$ cat src/include/resync_pkg.sv
package resync_pkg;
    // ***********************************************
    // Device register map
    // ***********************************************
    localparam int ADDR_W = 5;
    localparam int DATA_W = 8;
    localparam logic [4:0] REG_SREF_FIRST = 5'h05;
    localparam logic [4:0] REG_DIV_FIRST = 5'h07;
    localparam logic [4:0] REG_SREF_SECOND = 5'h1B;
    // Carries both the divider second step and the SYSREF final step
    localparam logic [4:0] REG_SHARED = 5'h1D;
    localparam logic [4:0] REG_DIV_FINAL = 5'h1F;
    localparam int TRIGGER_BIT = 7;
    localparam logic [7:0] TRIGGER_WORD = 8'h80;

    // ***********************************************
    // Timing and widths
    // ***********************************************
    localparam int RESTART_MAX_CYCLES = 10;
    localparam int RESTART_CYCLES = 4;
    localparam int CLK_RATIO_W = 7;
    localparam int SREF_RATIO_W = 12;
    localparam int PULSE_W = 8;
    localparam logic [CLK_RATIO_W-1:0] MIN_CLK_RATIO = 7'h02;
    localparam logic [SREF_RATIO_W-1:0] MIN_SREF_RATIO = 12'h002;

    // ***********************************************
    // Host control registers (Avalon-MM)
    // ***********************************************
    localparam int CSR_ADDR_W = 4;
    localparam logic [3:0] CSR_CONTROL = 4'h0;
    localparam logic [3:0] CSR_STATUS = 4'h4;
    localparam int CTRL_START_DIV = 0;
    localparam int CTRL_START_SREF = 1;
    localparam int STAT_BUSY = 0;
    localparam int STAT_DIV_DONE = 1;
    localparam int STAT_SREF_DONE = 2;

    typedef enum logic [1:0] {
        DIV_IDLE, DIV_PARKED, DIV_ARMED, DIV_RESTART
    } div_step_type;
    typedef enum logic [1:0] {
        SREF_IDLE, SREF_REQUESTED, SREF_READY, SREF_BURST
    } sref_step_type;
    typedef enum logic [1:0] {
        HOST_IDLE, HOST_WRITE, HOST_POLL, HOST_CHECK
    } host_state_type;
endpackage

$ cat src/include/resync_if.sv
`timescale 1ns/10ps
`default_nettype none
interface resync_if;
    import resync_pkg::*;
    logic reg_write;
    logic reg_read;
    logic [ADDR_W-1:0] reg_addr;
    logic [DATA_W-1:0] reg_wdata;
    logic [DATA_W-1:0] reg_rdata;

    modport device (
        input reg_write, reg_read, reg_addr, reg_wdata,
        output reg_rdata
    );
    modport host (
        output reg_write, reg_read, reg_addr, reg_wdata,
        input reg_rdata
    );
endinterface
`default_nettype wire

$ cat src/logic/resync_device.sv
`timescale 1ns/10ps
`default_nettype none
module resync_device
    import resync_pkg::*;
#(
    parameter int NUM_CLK = 3,
    parameter int NUM_REF = 4,
    parameter int RESTART_DELAY = RESTART_CYCLES
) (
    // Clock and reset
    input wire logic ref_clk,
    input wire logic reset,
    // Register link
    resync_if.device link,
    // Configuration
    input wire logic [NUM_CLK-1:0][CLK_RATIO_W-1:0] divider_ratio,
    input wire logic [SREF_RATIO_W-1:0] sysref_ratio,
    input wire logic [PULSE_W-1:0] sysref_pulse_count,
    input wire logic sysref_override_setting,
    input wire logic [NUM_REF-1:0] sysref_enable,
    // Outputs
    output logic [NUM_CLK-1:0] divided_clock_output,
    output logic [NUM_REF-1:0] sysref_output,
    output logic divider_seq_busy,
    output logic sysref_seq_busy
);
    // ***********************************************
    // Elaboration checks
    // ***********************************************
    if (RESTART_DELAY < 1 || RESTART_DELAY > RESTART_MAX_CYCLES) begin
        $error("RESTART_DELAY must lie in 1..10");
    end
    if (NUM_CLK < 1 || NUM_REF < 1) begin
        $error("NUM_CLK and NUM_REF must be at least 1");
    end

    localparam logic [3:0] LAST_WAIT = 4'(RESTART_DELAY - 1);

    typedef struct packed {
        div_step_type div_step;
        logic [3:0] wait_cnt;
        logic div_run;
        logic [NUM_CLK-1:0][CLK_RATIO_W-1:0] div_cnt;
        logic [NUM_CLK-1:0] clk_out;
        sref_step_type sref_step;
        logic [SREF_RATIO_W-1:0] sref_cnt;
        logic [PULSE_W-1:0] pulses_left;
        logic [NUM_REF-1:0] ref_out;
        logic [DATA_W-1:0] rdata;
    } device_state_type;

    device_state_type s;
    device_state_type next_s;

    // ***********************************************
    // Helpers
    // ***********************************************
    // Ratios below two cannot toggle at this clock, so they run as two
    function automatic logic [CLK_RATIO_W-1:0] clk_ratio(
        input logic [CLK_RATIO_W-1:0] r);
        return (r < MIN_CLK_RATIO) ? MIN_CLK_RATIO : r;
    endfunction

    function automatic logic [SREF_RATIO_W-1:0] sref_ratio(
        input logic [SREF_RATIO_W-1:0] r);
        return (r < MIN_SREF_RATIO) ? MIN_SREF_RATIO : r;
    endfunction

    // Trigger bits read back the sequence progress, so they auto-clear
    function automatic logic [DATA_W-1:0] read_value(
        input logic [ADDR_W-1:0] a, input device_state_type st);
        logic flag;
        logic [DATA_W-1:0] v;
        flag = 1'b0;
        v = '0;
        unique case (a)
            REG_DIV_FIRST: flag = st.div_step != DIV_IDLE;
            REG_SREF_FIRST: flag = st.sref_step != SREF_IDLE;
            REG_SREF_SECOND:
                flag = st.sref_step inside {SREF_READY, SREF_BURST};
            REG_SHARED:
                flag = st.div_step inside {DIV_ARMED, DIV_RESTART}
                    || st.sref_step == SREF_BURST;
            REG_DIV_FINAL: flag = st.div_step == DIV_RESTART;
            default: flag = 1'b0;
        endcase
        v[TRIGGER_BIT] = flag;
        return v;
    endfunction

    // ***********************************************
    // Next state
    // ***********************************************
    always_comb begin
        logic one;
        logic hit_div_first;
        logic hit_sref_first;
        logic hit_sref_second;
        logic hit_shared;
        logic hit_div_final;
        logic div_takes_shared;
        logic [CLK_RATIO_W-1:0] r;
        logic [SREF_RATIO_W-1:0] rs;
        r = '0;
        rs = '0;
        next_s = s;
        one = link.reg_write && link.reg_wdata[TRIGGER_BIT];
        hit_div_first = one && link.reg_addr == REG_DIV_FIRST;
        hit_sref_first = one && link.reg_addr == REG_SREF_FIRST;
        hit_sref_second = one && link.reg_addr == REG_SREF_SECOND;
        hit_shared = one && link.reg_addr == REG_SHARED;
        hit_div_final = one && link.reg_addr == REG_DIV_FINAL;
        // A shared write goes to the divider only while it waits for it
        div_takes_shared = s.div_step == DIV_PARKED;

        if (link.reg_read) begin
            next_s.rdata = read_value(link.reg_addr, s);
        end

        // Divider sequence
        unique case (s.div_step)
            DIV_IDLE: begin
                if (hit_div_first) begin
                    next_s.div_step = DIV_PARKED;
                    next_s.div_run = 1'b0;
                end
            end
            DIV_PARKED: begin
                if (hit_shared) begin
                    next_s.div_step = DIV_ARMED;
                end
            end
            DIV_ARMED: begin
                if (hit_div_final) begin
                    next_s.div_step = DIV_RESTART;
                    next_s.wait_cnt = '0;
                end
            end
            DIV_RESTART: begin
                next_s.wait_cnt = s.wait_cnt + 4'h1;
                if (s.wait_cnt == LAST_WAIT) begin
                    next_s.div_step = DIV_IDLE;
                    next_s.div_run = 1'b1;
                end
            end
        endcase

        for (int i = 0; i < NUM_CLK; i++) begin
            r = clk_ratio(divider_ratio[i]);
            if (!next_s.div_run || next_s.div_step != DIV_IDLE) begin
                next_s.div_cnt[i] = '0;
                next_s.clk_out[i] = 1'b0;
            end else if (s.div_step == DIV_RESTART) begin
                // Every divider leaves restart from zero, so all rise at once
                next_s.div_cnt[i] = '0;
                next_s.clk_out[i] = 1'b1;
            end else begin
                next_s.div_cnt[i] = (s.div_cnt[i] >= r - 7'h01) ? '0
                    : s.div_cnt[i] + 7'h01;
                next_s.clk_out[i] = next_s.div_cnt[i] < (r >> 1);
            end
        end

        // SYSREF sequence
        rs = sref_ratio(sysref_ratio);
        unique case (s.sref_step)
            SREF_IDLE: begin
                if (hit_sref_first && !sysref_override_setting) begin
                    next_s.sref_step = SREF_REQUESTED;
                end
            end
            SREF_REQUESTED: begin
                if (hit_sref_second && !sysref_override_setting) begin
                    next_s.sref_step = SREF_READY;
                    next_s.sref_cnt = '0;
                    next_s.ref_out = '0;
                end
            end
            SREF_READY: begin
                if (hit_shared && !div_takes_shared
                    && !sysref_override_setting) begin
                    next_s.sref_cnt = '0;
                    next_s.pulses_left = sysref_pulse_count;
                    next_s.ref_out = sysref_enable;
                    next_s.sref_step = SREF_BURST;
                    if (sysref_pulse_count == '0) begin
                        next_s.ref_out = '0;
                        next_s.sref_step = SREF_IDLE;
                    end
                end
            end
            SREF_BURST: begin
                next_s.sref_cnt = s.sref_cnt + 12'h001;
                if (s.sref_cnt >= rs - 12'h001) begin
                    next_s.sref_cnt = '0;
                    next_s.pulses_left = s.pulses_left - 8'h01;
                end
                if (next_s.pulses_left == '0) begin
                    next_s.sref_step = SREF_IDLE;
                    next_s.ref_out = '0;
                end else begin
                    next_s.ref_out = (next_s.sref_cnt < (rs >> 1))
                        ? sysref_enable : '0;
                end
            end
        endcase
    end

    always_ff @(posedge ref_clk or posedge reset) begin
        if (reset) begin
            s <= '{div_step: DIV_IDLE, sref_step: SREF_IDLE, default: '0};
        end else begin
            s <= next_s;
        end
    end

    // ***********************************************
    // Outputs
    // ***********************************************
    assign divided_clock_output = s.clk_out;
    assign sysref_output = s.ref_out;
    assign divider_seq_busy = s.div_step != DIV_IDLE;
    assign sysref_seq_busy = s.sref_step != SREF_IDLE;
    assign link.reg_rdata = s.rdata;
endmodule
`default_nettype wire

$ cat src/flat_wrapper.sv
// flat-port wrapper written by rule: the top's interface ports become plain ports
module resync_device_flat import resync_pkg::*;
#(
    parameter int NUM_CLK = 3,
    parameter int NUM_REF = 4,
    parameter int RESTART_DELAY = RESTART_CYCLES
)
  (ref_clk, reset, divider_ratio, sysref_ratio, sysref_pulse_count, sysref_override_setting, sysref_enable, divided_clock_output, sysref_output, divider_seq_busy, sysref_seq_busy, link_reg_write, link_reg_read, link_reg_addr, link_reg_wdata, link_reg_rdata);
  resync_if link_i ();
  input wire logic ref_clk;
  input wire logic reset;
  input wire logic [NUM_CLK-1:0][CLK_RATIO_W-1:0] divider_ratio;
  input wire logic [SREF_RATIO_W-1:0] sysref_ratio;
  input wire logic [PULSE_W-1:0] sysref_pulse_count;
  input wire logic sysref_override_setting;
  input wire logic [NUM_REF-1:0] sysref_enable;
  output logic [NUM_CLK-1:0] divided_clock_output;
  output logic [NUM_REF-1:0] sysref_output;
  output logic divider_seq_busy;
  output logic sysref_seq_busy;
  input wire logic [$bits(link_i.reg_write)-1:0] link_reg_write;
  input wire logic [$bits(link_i.reg_read)-1:0] link_reg_read;
  input wire logic [$bits(link_i.reg_addr)-1:0] link_reg_addr;
  input wire logic [$bits(link_i.reg_wdata)-1:0] link_reg_wdata;
  output wire logic [$bits(link_i.reg_rdata)-1:0] link_reg_rdata;
  assign link_i.reg_write = link_reg_write;
  assign link_i.reg_read = link_reg_read;
  assign link_i.reg_addr = link_reg_addr;
  assign link_i.reg_wdata = link_reg_wdata;
  assign link_reg_rdata = link_i.reg_rdata;
  resync_device #(.NUM_CLK(NUM_CLK), .NUM_REF(NUM_REF), .RESTART_DELAY(RESTART_DELAY)) u_core (.ref_clk(ref_clk), .reset(reset), .link(link_i), .divider_ratio(divider_ratio), .sysref_ratio(sysref_ratio), .sysref_pulse_count(sysref_pulse_count), .sysref_override_setting(sysref_override_setting), .sysref_enable(sysref_enable), .divided_clock_output(divided_clock_output), .sysref_output(sysref_output), .divider_seq_busy(divider_seq_busy), .sysref_seq_busy(sysref_seq_busy));
endmodule
$ cat config.mk
export PLATFORM = sky130hd
export DESIGN_NAME = resync_device_flat
export DESIGN_NICKNAME = d
export VERILOG_FILES = /design/src/include/resync_pkg.sv /design/src/include/resync_if.sv /design/src/logic/resync_device.sv /design/src/flat_wrapper.sv
export SDC_FILE = /design/constraint.sdc
export NUM_CORES = 1
export LEC_CHECK = 0
export BUFFER_PORTS_ARGS = -buffer_cell sky130_fd_sc_hd__buf_4
export CAP_MARGIN = 25
export CORE_UTILIZATION = 50
export CTS_BUF_LIST = sky130_fd_sc_hd__clkbuf_2
export CTS_CLUSTER_SIZE = 16
export DETAILED_ROUTE_END_ITERATION = 12
export PLACE_DENSITY_LB_ADDON = 0.25
export SLEW_MARGIN = 20
export SYNTH_ARGS = -nofsm -noshare
export SYNTH_HDL_FRONTEND = slang
export SYNTH_SLANG_ARGS = --single-unit
$ cat constraint.sdc
create_clock -name ref_clk -period 5.09 [get_ports ref_clk]
set_input_delay 0.7635 -clock ref_clk [delete_from_list [all_inputs] [get_ports ref_clk]]
set_output_delay 0.7635 -clock ref_clk [all_outputs]
set_load 0.02 [all_outputs]
==> flow_summary.yaml, run 1 <==
setup_path:
  crit_start: "sysref_ratio[4]"
  rrSetupSlack_ps: 1500
  worstPathRequired_ps: 5510
  start_kind: "input port"
  max_stage_delay_ps: 370
  end_kind: "flop"
  cp_num_buf_inv: 3
  crit_path_top_delay_cell: "nor4_2"
  cp_max_fo: 8
  worstSetupPathType: "input port to flop"
  arrival_ps: 5260
  r2r-start: "u_core.s[20]$_DFFE_PP0P_"
  critPathTopFamily: "simple AND/OR/NAND/NOR gates"
routing:
  dr.first_iter.drc_count: 258
  wl_per_cell_um: 14.5
  drcViolationCount: 0
  post_drt_via_cell_ratio: 5.74
  drt-total-wl_um: 12600
  detail-route-antenna-nets: 0
  first_pass_iters: 5
  num_vias: 5008
floorplanning:
  die-area_um2: 11200
  rows: 37
  io_pins: 80
  fp.dieH_um: 106
  start_util: 0.518
  core-area_um2: 10400
  die_x_um: 106
clocking:
  holdBufCountCts: 0
  clockRootBuffer: "clkbuf_2"
  clk_pin_slew_worst_paths_ps: 190
  clk_latency_ps: 480
  cts_inserted_buffers: 9
  cts.sinks: 58
  ctsLongestPathBuffers: 2
  cts_tree: "yes"
  htreeDepth: 3
yosys:
  synthTopCellsByCount: "nor2_1, ha_1, dfrtp_1"
  synth_warnings: 0
  synth_area_leader_cell: "dfrtp_1"
  synth.ff_latch_count: 58
  ys_types: 64
  synth_most_common_cell: "nor2_1"
  yosys_most_used_dff: "dfrtp_1"
  netlist_top_cells_area: "dfrtp_1, ha_1, xnor2_1"
  avgSynthCellArea_um2: 8.30
  netlist_instances: 650
  yosysTopAreaCellShare: 0.269
  ys_seq_area_frac: 0.269
  synth_area_um2: 5400
  synthArstFlopShare: 1.00
  synth_edf_count: 0
grt:
  antenna_found_initial: 0
  grt_pass1_wl_um: 21300
  grt_max_degree: 59
  grt_usage: 0.231
  grt_pass1_vias: 4882
  overflow: 0
sta:
  worst_slew_pin_slew_ps: 851
  fin_crit_sh: 0.950
  fmax_ghz: 0.207
  slew_violations: 0
  slew_headroom: 0.433
  fin_skew_ps: 33.2
  min_period_ps: 4840
  finalSetupViolCount: 0
  finalHoldViolCount: 0
cells_and_area:
  multi_input_area_um2: 3630
  final_core_util: 0.601
  antenna_cells: 0
  seq_area_um2: 1450
  n_fill_cell: 949
  layout.nets: 867
  area_growth_pct: 16.1
  drive_gt1_frac: 0.170
pwr:
  total_leakage_power_nw: 3.05
  finalPower_mw: 1.51
  irDropWorstVdd_v: 0.000207
  powerDensity_nw_per_um2: 241
job:
  cap_violations: 0
placement:
  port_buffers: 65
  hpwlAfterDp_um: 9770
  finalWeightedCongestion: 0.889
worst_hold_path:
  hp-class: "input port to async pin"
status:
  status: "finished, final reports clean"
==> per-layer routing <==
| layer | global-route usage | up-vias | routed length, µm |
|---|---|---|---|
| li1 | - | 2489 | - |
| met4 | 0.0546 | 0 | 114 |
| met5 | 0 | - | 0 |
| met2 | 0.414 | 129 | 6490 |
| met1 | 0.284 | 2378 | 5500 |
| met3 | 0.0435 | 12 | 521 |
==> worst paths after layout <==
path                       depth (start not counted)                              endpoint
setup / recovery                                  25   u_core.sysref_output[3]$_DFFE_PP0P_
hold / removal                                     3                u_core.s[51]$_DFF_PP0_
setup reg to reg                                  16   u_core.sysref_output[3]$_DFFE_PP0P_
hold reg to reg                                    1                u_core.s[37]$_DFF_PP0_
max in group asynchronous                          3  u_core.link.reg_rdata[7]$_DFFE_PP0P_
min in group ref_clk                               2  u_core.link.reg_rdata[7]$_DFFE_PP0P_
==> repair_timing <==
item                                    CTS  global route
resized for setup                         0             3
endpoints found under the setup margin    0             4
buffers inserted                          0             0
==> registers in the layout, indices dropped and copies added (netlist names) <==
| signal | flops |
|---|---|
| u_core.link.reg_rdata | 1 |
| u_core.sysref_output | 4 |
| u_core.divided_clock_output | 3 |
| u_core.s | 50 |
==> cell usage in the layout (no fill, tap or decap), types with 3 or more instances in the layout <==
cell type / n
a211o_1: 4
a211oi_1: 3
a21o_1: 12
a21oi_1: 36
a22o_1: 6
a22oi_1: 4
a31oi_1: 3
and3_1: 9
buf_4: 96
clkbuf_2: 9
clkinv_2: 3
conb_1: 7
dfrtp_1: 58
ha_1: 72
inv_1: 43
mux2i_1: 3
nand2_1: 34
nand2b_1: 13
nand3_1: 33
nand3b_1: 4
nand4_1: 15
nor2_1: 73
nor3_1: 33
nor4_1: 4
nor4_2: 3
o211ai_1: 6
o21a_1: 7
o21ai_0: 19
o21ai_1: 17
o22ai_1: 5
o2bb2ai_1: 3
o311a_1: 3
o31ai_1: 4
or3_1: 4
xnor2_1: 38
xor2_1: 12
==> final cells by class <==
| type | instances | area share |
|---|---|---|
| repair buffers | 96 | 0.115 |
| multi-input cells | 523 | 0.579 |
| clock inverters | 6 | 0.0132 |
| clock buffers | 9 | 0.00719 |
| well taps | 136 | 0.0272 |
| inverters | 44 | 0.0264 |
| flip-flops and latches | 58 | 0.232 |
==> power by group <==
part / internal [mW] / leakage (nW) / total [mW] / switching, mW
clock: 0.157 / 0.0775 / 0.334 / 0.177
combinational: 0.255 / 2.20 / 0.542 / 0.287
sequential: 0.525 / 0.775 / 0.631 / 0.106
==> stage by stage <==
stage	TNS (ps)	std cells	hold WS, ps	setup WS, ps	instance area, µm²
2_1_floorplan	0	656	468	18.8	5420
5_1_grt	-16.8	872	410	-16.8	6260
3_5_place_dp	-1330	857	499	-366	6120
6_report	0	872	470	254	6260
3_3_place_gp	-836	857	494	-246	6120
4_1_cts	0	872	424	150	6250
==> logic make-up (layout without fill, tap and decap cells) <==
kind of cell,after synthesis,count (layout),share of synthesized area
multiplexers,3,3,0.00556
other,1,7,0.000695
buffers and inverters,75,155,0.0656
AO/OA/AOI/OAI,150,150,0.190
XOR/XNOR,50,50,0.0811
adder cells (fa/ha/maj),72,72,0.167
flip-flops,58,58,0.269
AND/OR/NAND/NOR,241,241,0.221
==> worst min-delay path: stages <==
cell   delay [ps]
buf_4         110
inv_2          40
buf_4         570
Note: power is estimated with default switching activity, not from simulation.
==> inputs of run 2 (changes only) <==
--- a/config.mk
+++ b/config.mk
@@ -5,13 +5,13 @@
 export SDC_FILE = /design/constraint.sdc
 export NUM_CORES = 1
 export LEC_CHECK = 0
-export BUFFER_PORTS_ARGS = -buffer_cell sky130_fd_sc_hd__buf_4
 export CAP_MARGIN = 25
 export CORE_UTILIZATION = 50
 export CTS_BUF_LIST = sky130_fd_sc_hd__clkbuf_2
 export CTS_CLUSTER_SIZE = 16
 export DETAILED_ROUTE_END_ITERATION = 12
-export PLACE_DENSITY_LB_ADDON = 0.25
+export DONT_BUFFER_PORTS = 1
+export PLACE_DENSITY = 0.74
 export SLEW_MARGIN = 20
 export SYNTH_ARGS = -nofsm -noshare
 export SYNTH_HDL_FRONTEND = slang
==> run 2 against run 1 <==
  * Die area unchanged
  * Cell area down 9.2%
  * Global-route usage down 0.77 points
  * Clock skew down 16 ps
  * Count of clock-buffer cells in the layout up 1
  * Sequential power up 3.3%
  * Via count down 5.9%
  * Clock power about the same
  * First-iteration DRC count down 3.9%
  * Combinational power down 23%
  * Final cell count down 8.5%
  * Largest cell class unchanged
==> flow_summary.yaml, run 2 (synthesized netlist as in run 1, its figures left out) <==
placement:
  finalWeightedCongestion: 0.863
  dp_slack_ps: -124
  port_buffers: 0
  dpl_cell_area_um2: 5560
  hpwlAfterDp_um: 9280
sta:
  slew_violations: 0
  finalHoldViolCount: 0
  fin_skew_ps: 17.3
  setup_ws_ps: 375
  slew_headroom: 0.426
  fin_crit_sh: 0.926
  worst_slew_pin_slew_ps: 861
  fmax_ghz: 0.212
  min_period_ps: 4710
  setup_tns_ps: 0
  rsz0062_at_grt: "no"
  finalSetupViolCount: 0
setup_path:
  end_kind: "flop"
  worst_r2r_path_depth: 16
  cp-endpoint: "u_core.sysref_output[3]$_DFFE_PP0P_"
  r2r-start: "u_core.s[20]$_DFFE_PP0P_"
  arrival_ps: 5140
  cp_max_fo: 8
  start_kind: "input port"
  crit_start: "sysref_ratio[4]"
  rrSetupSlack_ps: 1410
  regToRegEndpoint: "u_core.sysref_output[3]$_DFFE_PP0P_"
  worstSetupPathType: "input port to flop"
  worstPathRequired_ps: 5510
pwr:
  total_leakage_power_nw: 2.69
  finalPower_mw: 1.40
  seqPwrFrac: 0.464
  powerDensity_nw_per_um2: 247
  irDropWorstVdd_v: 0.000214
  p_int_mw: 0.873
  p_sw_frac: 0.378
  p_sw_mw: 0.531
  p_comb_frac: 0.298
  clockPowerShare: 0.238
grt:
  use_met3: 0.0454
  grt_max_degree: 59
  use_met1: 0.270
  grt_pass1_vias: 4678
  use_met2: 0.389
  overflow: 0
  grt_usage: 0.223
  busiest_layer: "met2"
  antenna_found_initial: 0
  grt_pass1_wl_um: 20400
floorplanning:
  die_x_um: 106
  start_util: 0.518
  core-area_um2: 10400
  fp.dieH_um: 106
  io_pins: 80
  rows: 37
  die-area_um2: 11200
worst_hold_path:
  hp-class: "input port to flop"
  min-delay-start: "link_reg_read"
routing:
  wl_per_cell_um: 14.9
  post_drt_via_cell_ratio: 5.91
  num_vias: 4713
  drt-total-wl_um: 11900
  dr.first_iter.drc_count: 248
  detail-route-antenna-nets: 0
  drcViolationCount: 0
  first_pass_iters: 5
clocking:
  postCtsSetupBuffers: 0
  cts_resized: 0
  clk_pin_slew_worst_paths_ps: 160
  cts.sinks: 58
  holdBufCountCts: 0
  cts_tree: "yes"
  clk_latency_ps: 480
  htreeDepth: 3
  cts_inserted_buffers: 9
  ctsLongestPathBuffers: 2
  clockRootBuffer: "clkbuf_2"
job:
  cap_violations: 0
cells_and_area:
  final_cell_area_um2: 5690
  antenna_cells: 0
  layout.nets: 792
  area_growth_pct: 5.42
  regMostFlops: "u_core.s"
  largest_reg_flops: 50
  mostFrequentLayoutCells: "nor2_1, ha_1, dfrtp_1"
  final_common_cell: "nor2_1"
  drive_gt1_frac: 0.0695
status:
  status: "finished, final reports clean"
## run 2: cell count changes in the layout (fill, tap and decap cells not counted), sizes merged
cell / previous run / this run
clkbuf: 9 / 10
buf: 96 / 21
clkinv: 3 / 4
clkinvlp: 1 / 0
## run 2: worst min path at each step
stage / endpoint / slack [ps] / cells after the start
6_report: u_core.link.reg_rdata[7]$_DFFE_PP0P_ / 340 / 1
5_1_grt: u_core.link.reg_rdata[7]$_DFFE_PP0P_ / 280 / 1
4_1_cts: u_core.link.reg_rdata[7]$_DFFE_PP0P_ / 290 / 1
3_5_place_dp: u_core.s[58]$_DFF_PP0_ / 500 / 2
3_3_place_gp: u_core.s[58]$_DFF_PP0_ / 490 / 2
2_1_floorplan: u_core.sysref_output[3]$_DFFE_PP0P_ / 470 / 2
## run 2: power groups by stage
stage                     logic [mW]  clock network [mW]  registers, mW
after floorplan                0.423                   0          0.581
after global placement         0.401                   0          0.653
after detailed placement       0.419                   0          0.657
after CTS                      0.420               0.345          0.650
after global routing           0.476               0.366          0.666
final                          0.418               0.334          0.652
## run 2: critical path: stages
cell and delay, ps:
nor4_1 330, nand4b_1 140, nand2_1 110, ha_1 210, nand3_1 130, nor4_1 190
buf_4 160, nand3_1 90, xnor2_1 150, ha_1 300, nand4_1 140, a2111o_1 330
o22a_1 220, nand2_1 220, a21oi_1 90, ha_1 310, a21o_1 190, a21oi_1 150
nor3_1 70, a211o_1 290, nor3_2 160, buf_4 150, nand4_1 90, o21ai_1 150
## run 2: final cells by class
cell class	instances	area (µm²)
Sequential cell	58	1450
Tap cell	136	170
Multi-Input combinational cell	523	3610
Clock buffer	10	50.0
Clock inverter	6	81.3
Fill cell	940	4730
Timing Repair Buffer	21	158
Inverter	44	165
## run 2: layer usage
metal	part of all wire	up-vias
met5	0	-
met4	0.018	0
met3	0.041	23
met2	0.50	108
met1	0.44	2243
li1	-	2339
## run 2: through the flow
stage | instances | hold WS (ps) | util
detailed placement | 782 | 498 | 0.534
finish | 798 | 341 | 0.546
global route | 798 | 285 | 0.546
global placement | 782 | 488 | 0.534
CTS | 798 | 286 | 0.546
floorplan | 656 | 468 | -
==> inputs of run 3 (changes only) <==
--- a/config.mk
+++ b/config.mk
@@ -6,12 +6,12 @@
 export NUM_CORES = 1
 export LEC_CHECK = 0
 export CAP_MARGIN = 25
-export CORE_UTILIZATION = 50
+export CORE_UTILIZATION = 66
 export CTS_BUF_LIST = sky130_fd_sc_hd__clkbuf_2
 export CTS_CLUSTER_SIZE = 16
 export DETAILED_ROUTE_END_ITERATION = 12
 export DONT_BUFFER_PORTS = 1
-export PLACE_DENSITY = 0.74
+export PLACE_DENSITY = 0.91
 export SLEW_MARGIN = 20
 export SYNTH_ARGS = -nofsm -noshare
 export SYNTH_HDL_FRONTEND = slang
==> run 3 against run 2 <==
  * Clock skew grew 3.2 ps
  * Count of clock-buffer cells in the layout shrank 1
  * Global-route usage grew 9.2 points
  * Clock power shrank 35%
  * Register-to-register slack lost 40 ps
  * Largest power group unchanged
==> flow_summary.yaml, run 3 (synthesized netlist as in run 1, its figures left out) <==
status:
  status: "finished, final reports clean"
pwr:
  powerDensity_nw_per_um2: 233
  irDropWorstVdd_v: 0.000227
  finalPower_mw: 1.30
  total_leakage_power_nw: 2.64
job:
  cap_violations: 0
placement:
  hpwlAfterDp_um: 10000
  finalWeightedCongestion: 0.938
  dp_cells: 744
  dp_slack_ps: -290
  port_buffers: 0
cells_and_area:
  area_growth_pct: 3.18
  layout.nets: 788
  regMostFlops: "u_core.s"
  n_fill_cell: 578
  final_cell_count_no_fill: 759
  antenna_cells: 0
  drive_gt1_frac: 0.0639
  mostFrequentLayoutCells: "nor2_1, ha_1, dfrtp_1"
  final_common_cell: "nor2_1"
  largest_reg_flops: 50
floorplanning:
  start_util: 0.691
  fp.dieH_um: 92.4
  rows: 32
  core-area_um2: 7810
  die_x_um: 92.4
  io_pins: 80
  die-area_um2: 8540
clocking:
  cts_tree: "yes"
  cts.sinks: 58
  holdBufCountCts: 0
  cts_resized: 0
  postCtsSetupBuffers: 0
  ctsLongestPathBuffers: 2
  clk_pin_slew_worst_paths_ps: 160
  clockRootBuffer: "clkbuf_2"
  htreeDepth: 3
  cts_inserted_buffers: 9
  clk_latency_ps: 480
routing:
  wl_per_cell_um: 16.9
  post_drt_via_cell_ratio: 6.53
  first_pass_iters: 5
  drt-total-wl_um: 12800
  dr.first_iter.drc_count: 233
  drcViolationCount: 0
  num_vias: 4953
  detail-route-antenna-nets: 0
setup_path:
  start_kind: "input port"
  cp_cell_sequence: "nor4_2 -> nand4b_1 -> nand2_1 -> ha_1 -> nand3_1 -> nor4_1 -> buf_4 -> nand3_1 -> xnor2_1 -> ha_1 -> nand4_1 -> a2111o_1 -> o22a_1 -> nand2_2 -> a21oi_1 -> ha_1 -> a21o_1 -> a21oi_2 -> nor3_1 -> a211o_1 -> nor3_2 -> buf_4 -> nand4_1 -> o21ai_1"
  cp_max_fo: 8
  cp_common_cell: "ha_1"
  max_stage_delay_ps: 350
  worstSetupPathType: "input port to flop"
  regToRegEndpoint: "u_core.sysref_output[3]$_DFFE_PP0P_"
  critPathTopFamily: "simple AND/OR/NAND/NOR gates"
  worstPathRequired_ps: 5500
  cp_num_buf_inv: 2
  end_kind: "flop"
  r2r-start: "u_core.s[20]$_DFFE_PP0P_"
  worst_r2r_path_depth: 16
  crit_path_top_delay_cell: "nor4_2"
  rrSetupSlack_ps: 1370
  arrival_ps: 5310
sta:
  fin_crit_sh: 0.963
  hold_ws_ps: 347
  setup_tns_ps: 0
  slew_violations: 0
  finalHoldViolCount: 0
  slew_headroom: 0.445
  setup_ws_ps: 188
  worst_slew_pin_slew_ps: 833
  fmax_ghz: 0.204
  fin_skew_ps: 20.6
  min_period_ps: 4900
  finalSetupViolCount: 0
grt:
  antenna_found_initial: 0
  overflow: 0
  grt_max_degree: 59
  grt_pass1_vias: 5058
  grt_pass1_wl_um: 21600
  grt_usage: 0.315
worst_hold_path:
  hp-class: "input port to async pin"
-- run 3: final cells by class --
cell class              count  area, µm²  area share
clock buffers               9       45.0     0.00809
multi-input cells         523       3630       0.651
clock inverters             6       25.0     0.00449
inverters                  44        165      0.0297
repair buffers             17        128      0.0229
flip-flops and latches     58       1450       0.261
well taps                 102        128      0.0229
-- run 3: layer usage --
layer / track usage / share of wire / up-vias
li1: - / - / 2333
met1: 0.346 / 0.39 / 2368
met2: 0.588 / 0.53 / 202
met3: 0.0583 / 0.056 / 50
met4: 0.132 / 0.029 / 0
met5: 0 / 0 / -
-- run 3: worst max-delay path by stage --
stage,from,to,slack (ps),depth (start not counted)
floorplan,sysref_ratio[5],u_core.sysref_output[3]$_DFFE_PP0P_,20,23
global placement,sysref_ratio[4],u_core.sysref_output[3]$_DFFE_PP0P_,-40,24
detailed placement,sysref_ratio[4],u_core.sysref_output[2]$_DFFE_PP0P_,-290,24
CTS,sysref_ratio[4],u_core.sysref_output[3]$_DFFE_PP0P_,210,24
global route,sysref_ratio[5],u_core.sysref_output[3]$_DFFE_PP0P_,-20,24
finish,sysref_ratio[5],u_core.sysref_output[3]$_DFFE_PP0P_,190,24
-- run 3: report_power, final --
group          leakage (nW)  switching, mW  internal (mW)
sequential            0.775          0.130          0.525
clock                0.0515          0.162         0.0537
combinational          1.81          0.243          0.182
total                  2.64          0.536          0.761
-- run 3: worst register-to-register path, delay by kind of cell (launching register included) --
| family | cells | cell delay [ps] |
|---|---|---|
| buffers and inverters | 2 | 260 |
| and+or+nand+nor | 5 | 660 |
| DFF | 1 | 470 |
| AOI/OAI and AO/OA | 7 | 1690 |
| adders and majority gates | 2 | 570 |
-- run 3: metrics by stage --
step,instance area [µm²],utilization
2_1_floorplan,5420,-
3_3_place_gp,5490,0.703
3_5_place_dp,5490,0.703
4_1_cts,5560,0.712
5_1_grt,5570,0.713
6_report,5570,0.713
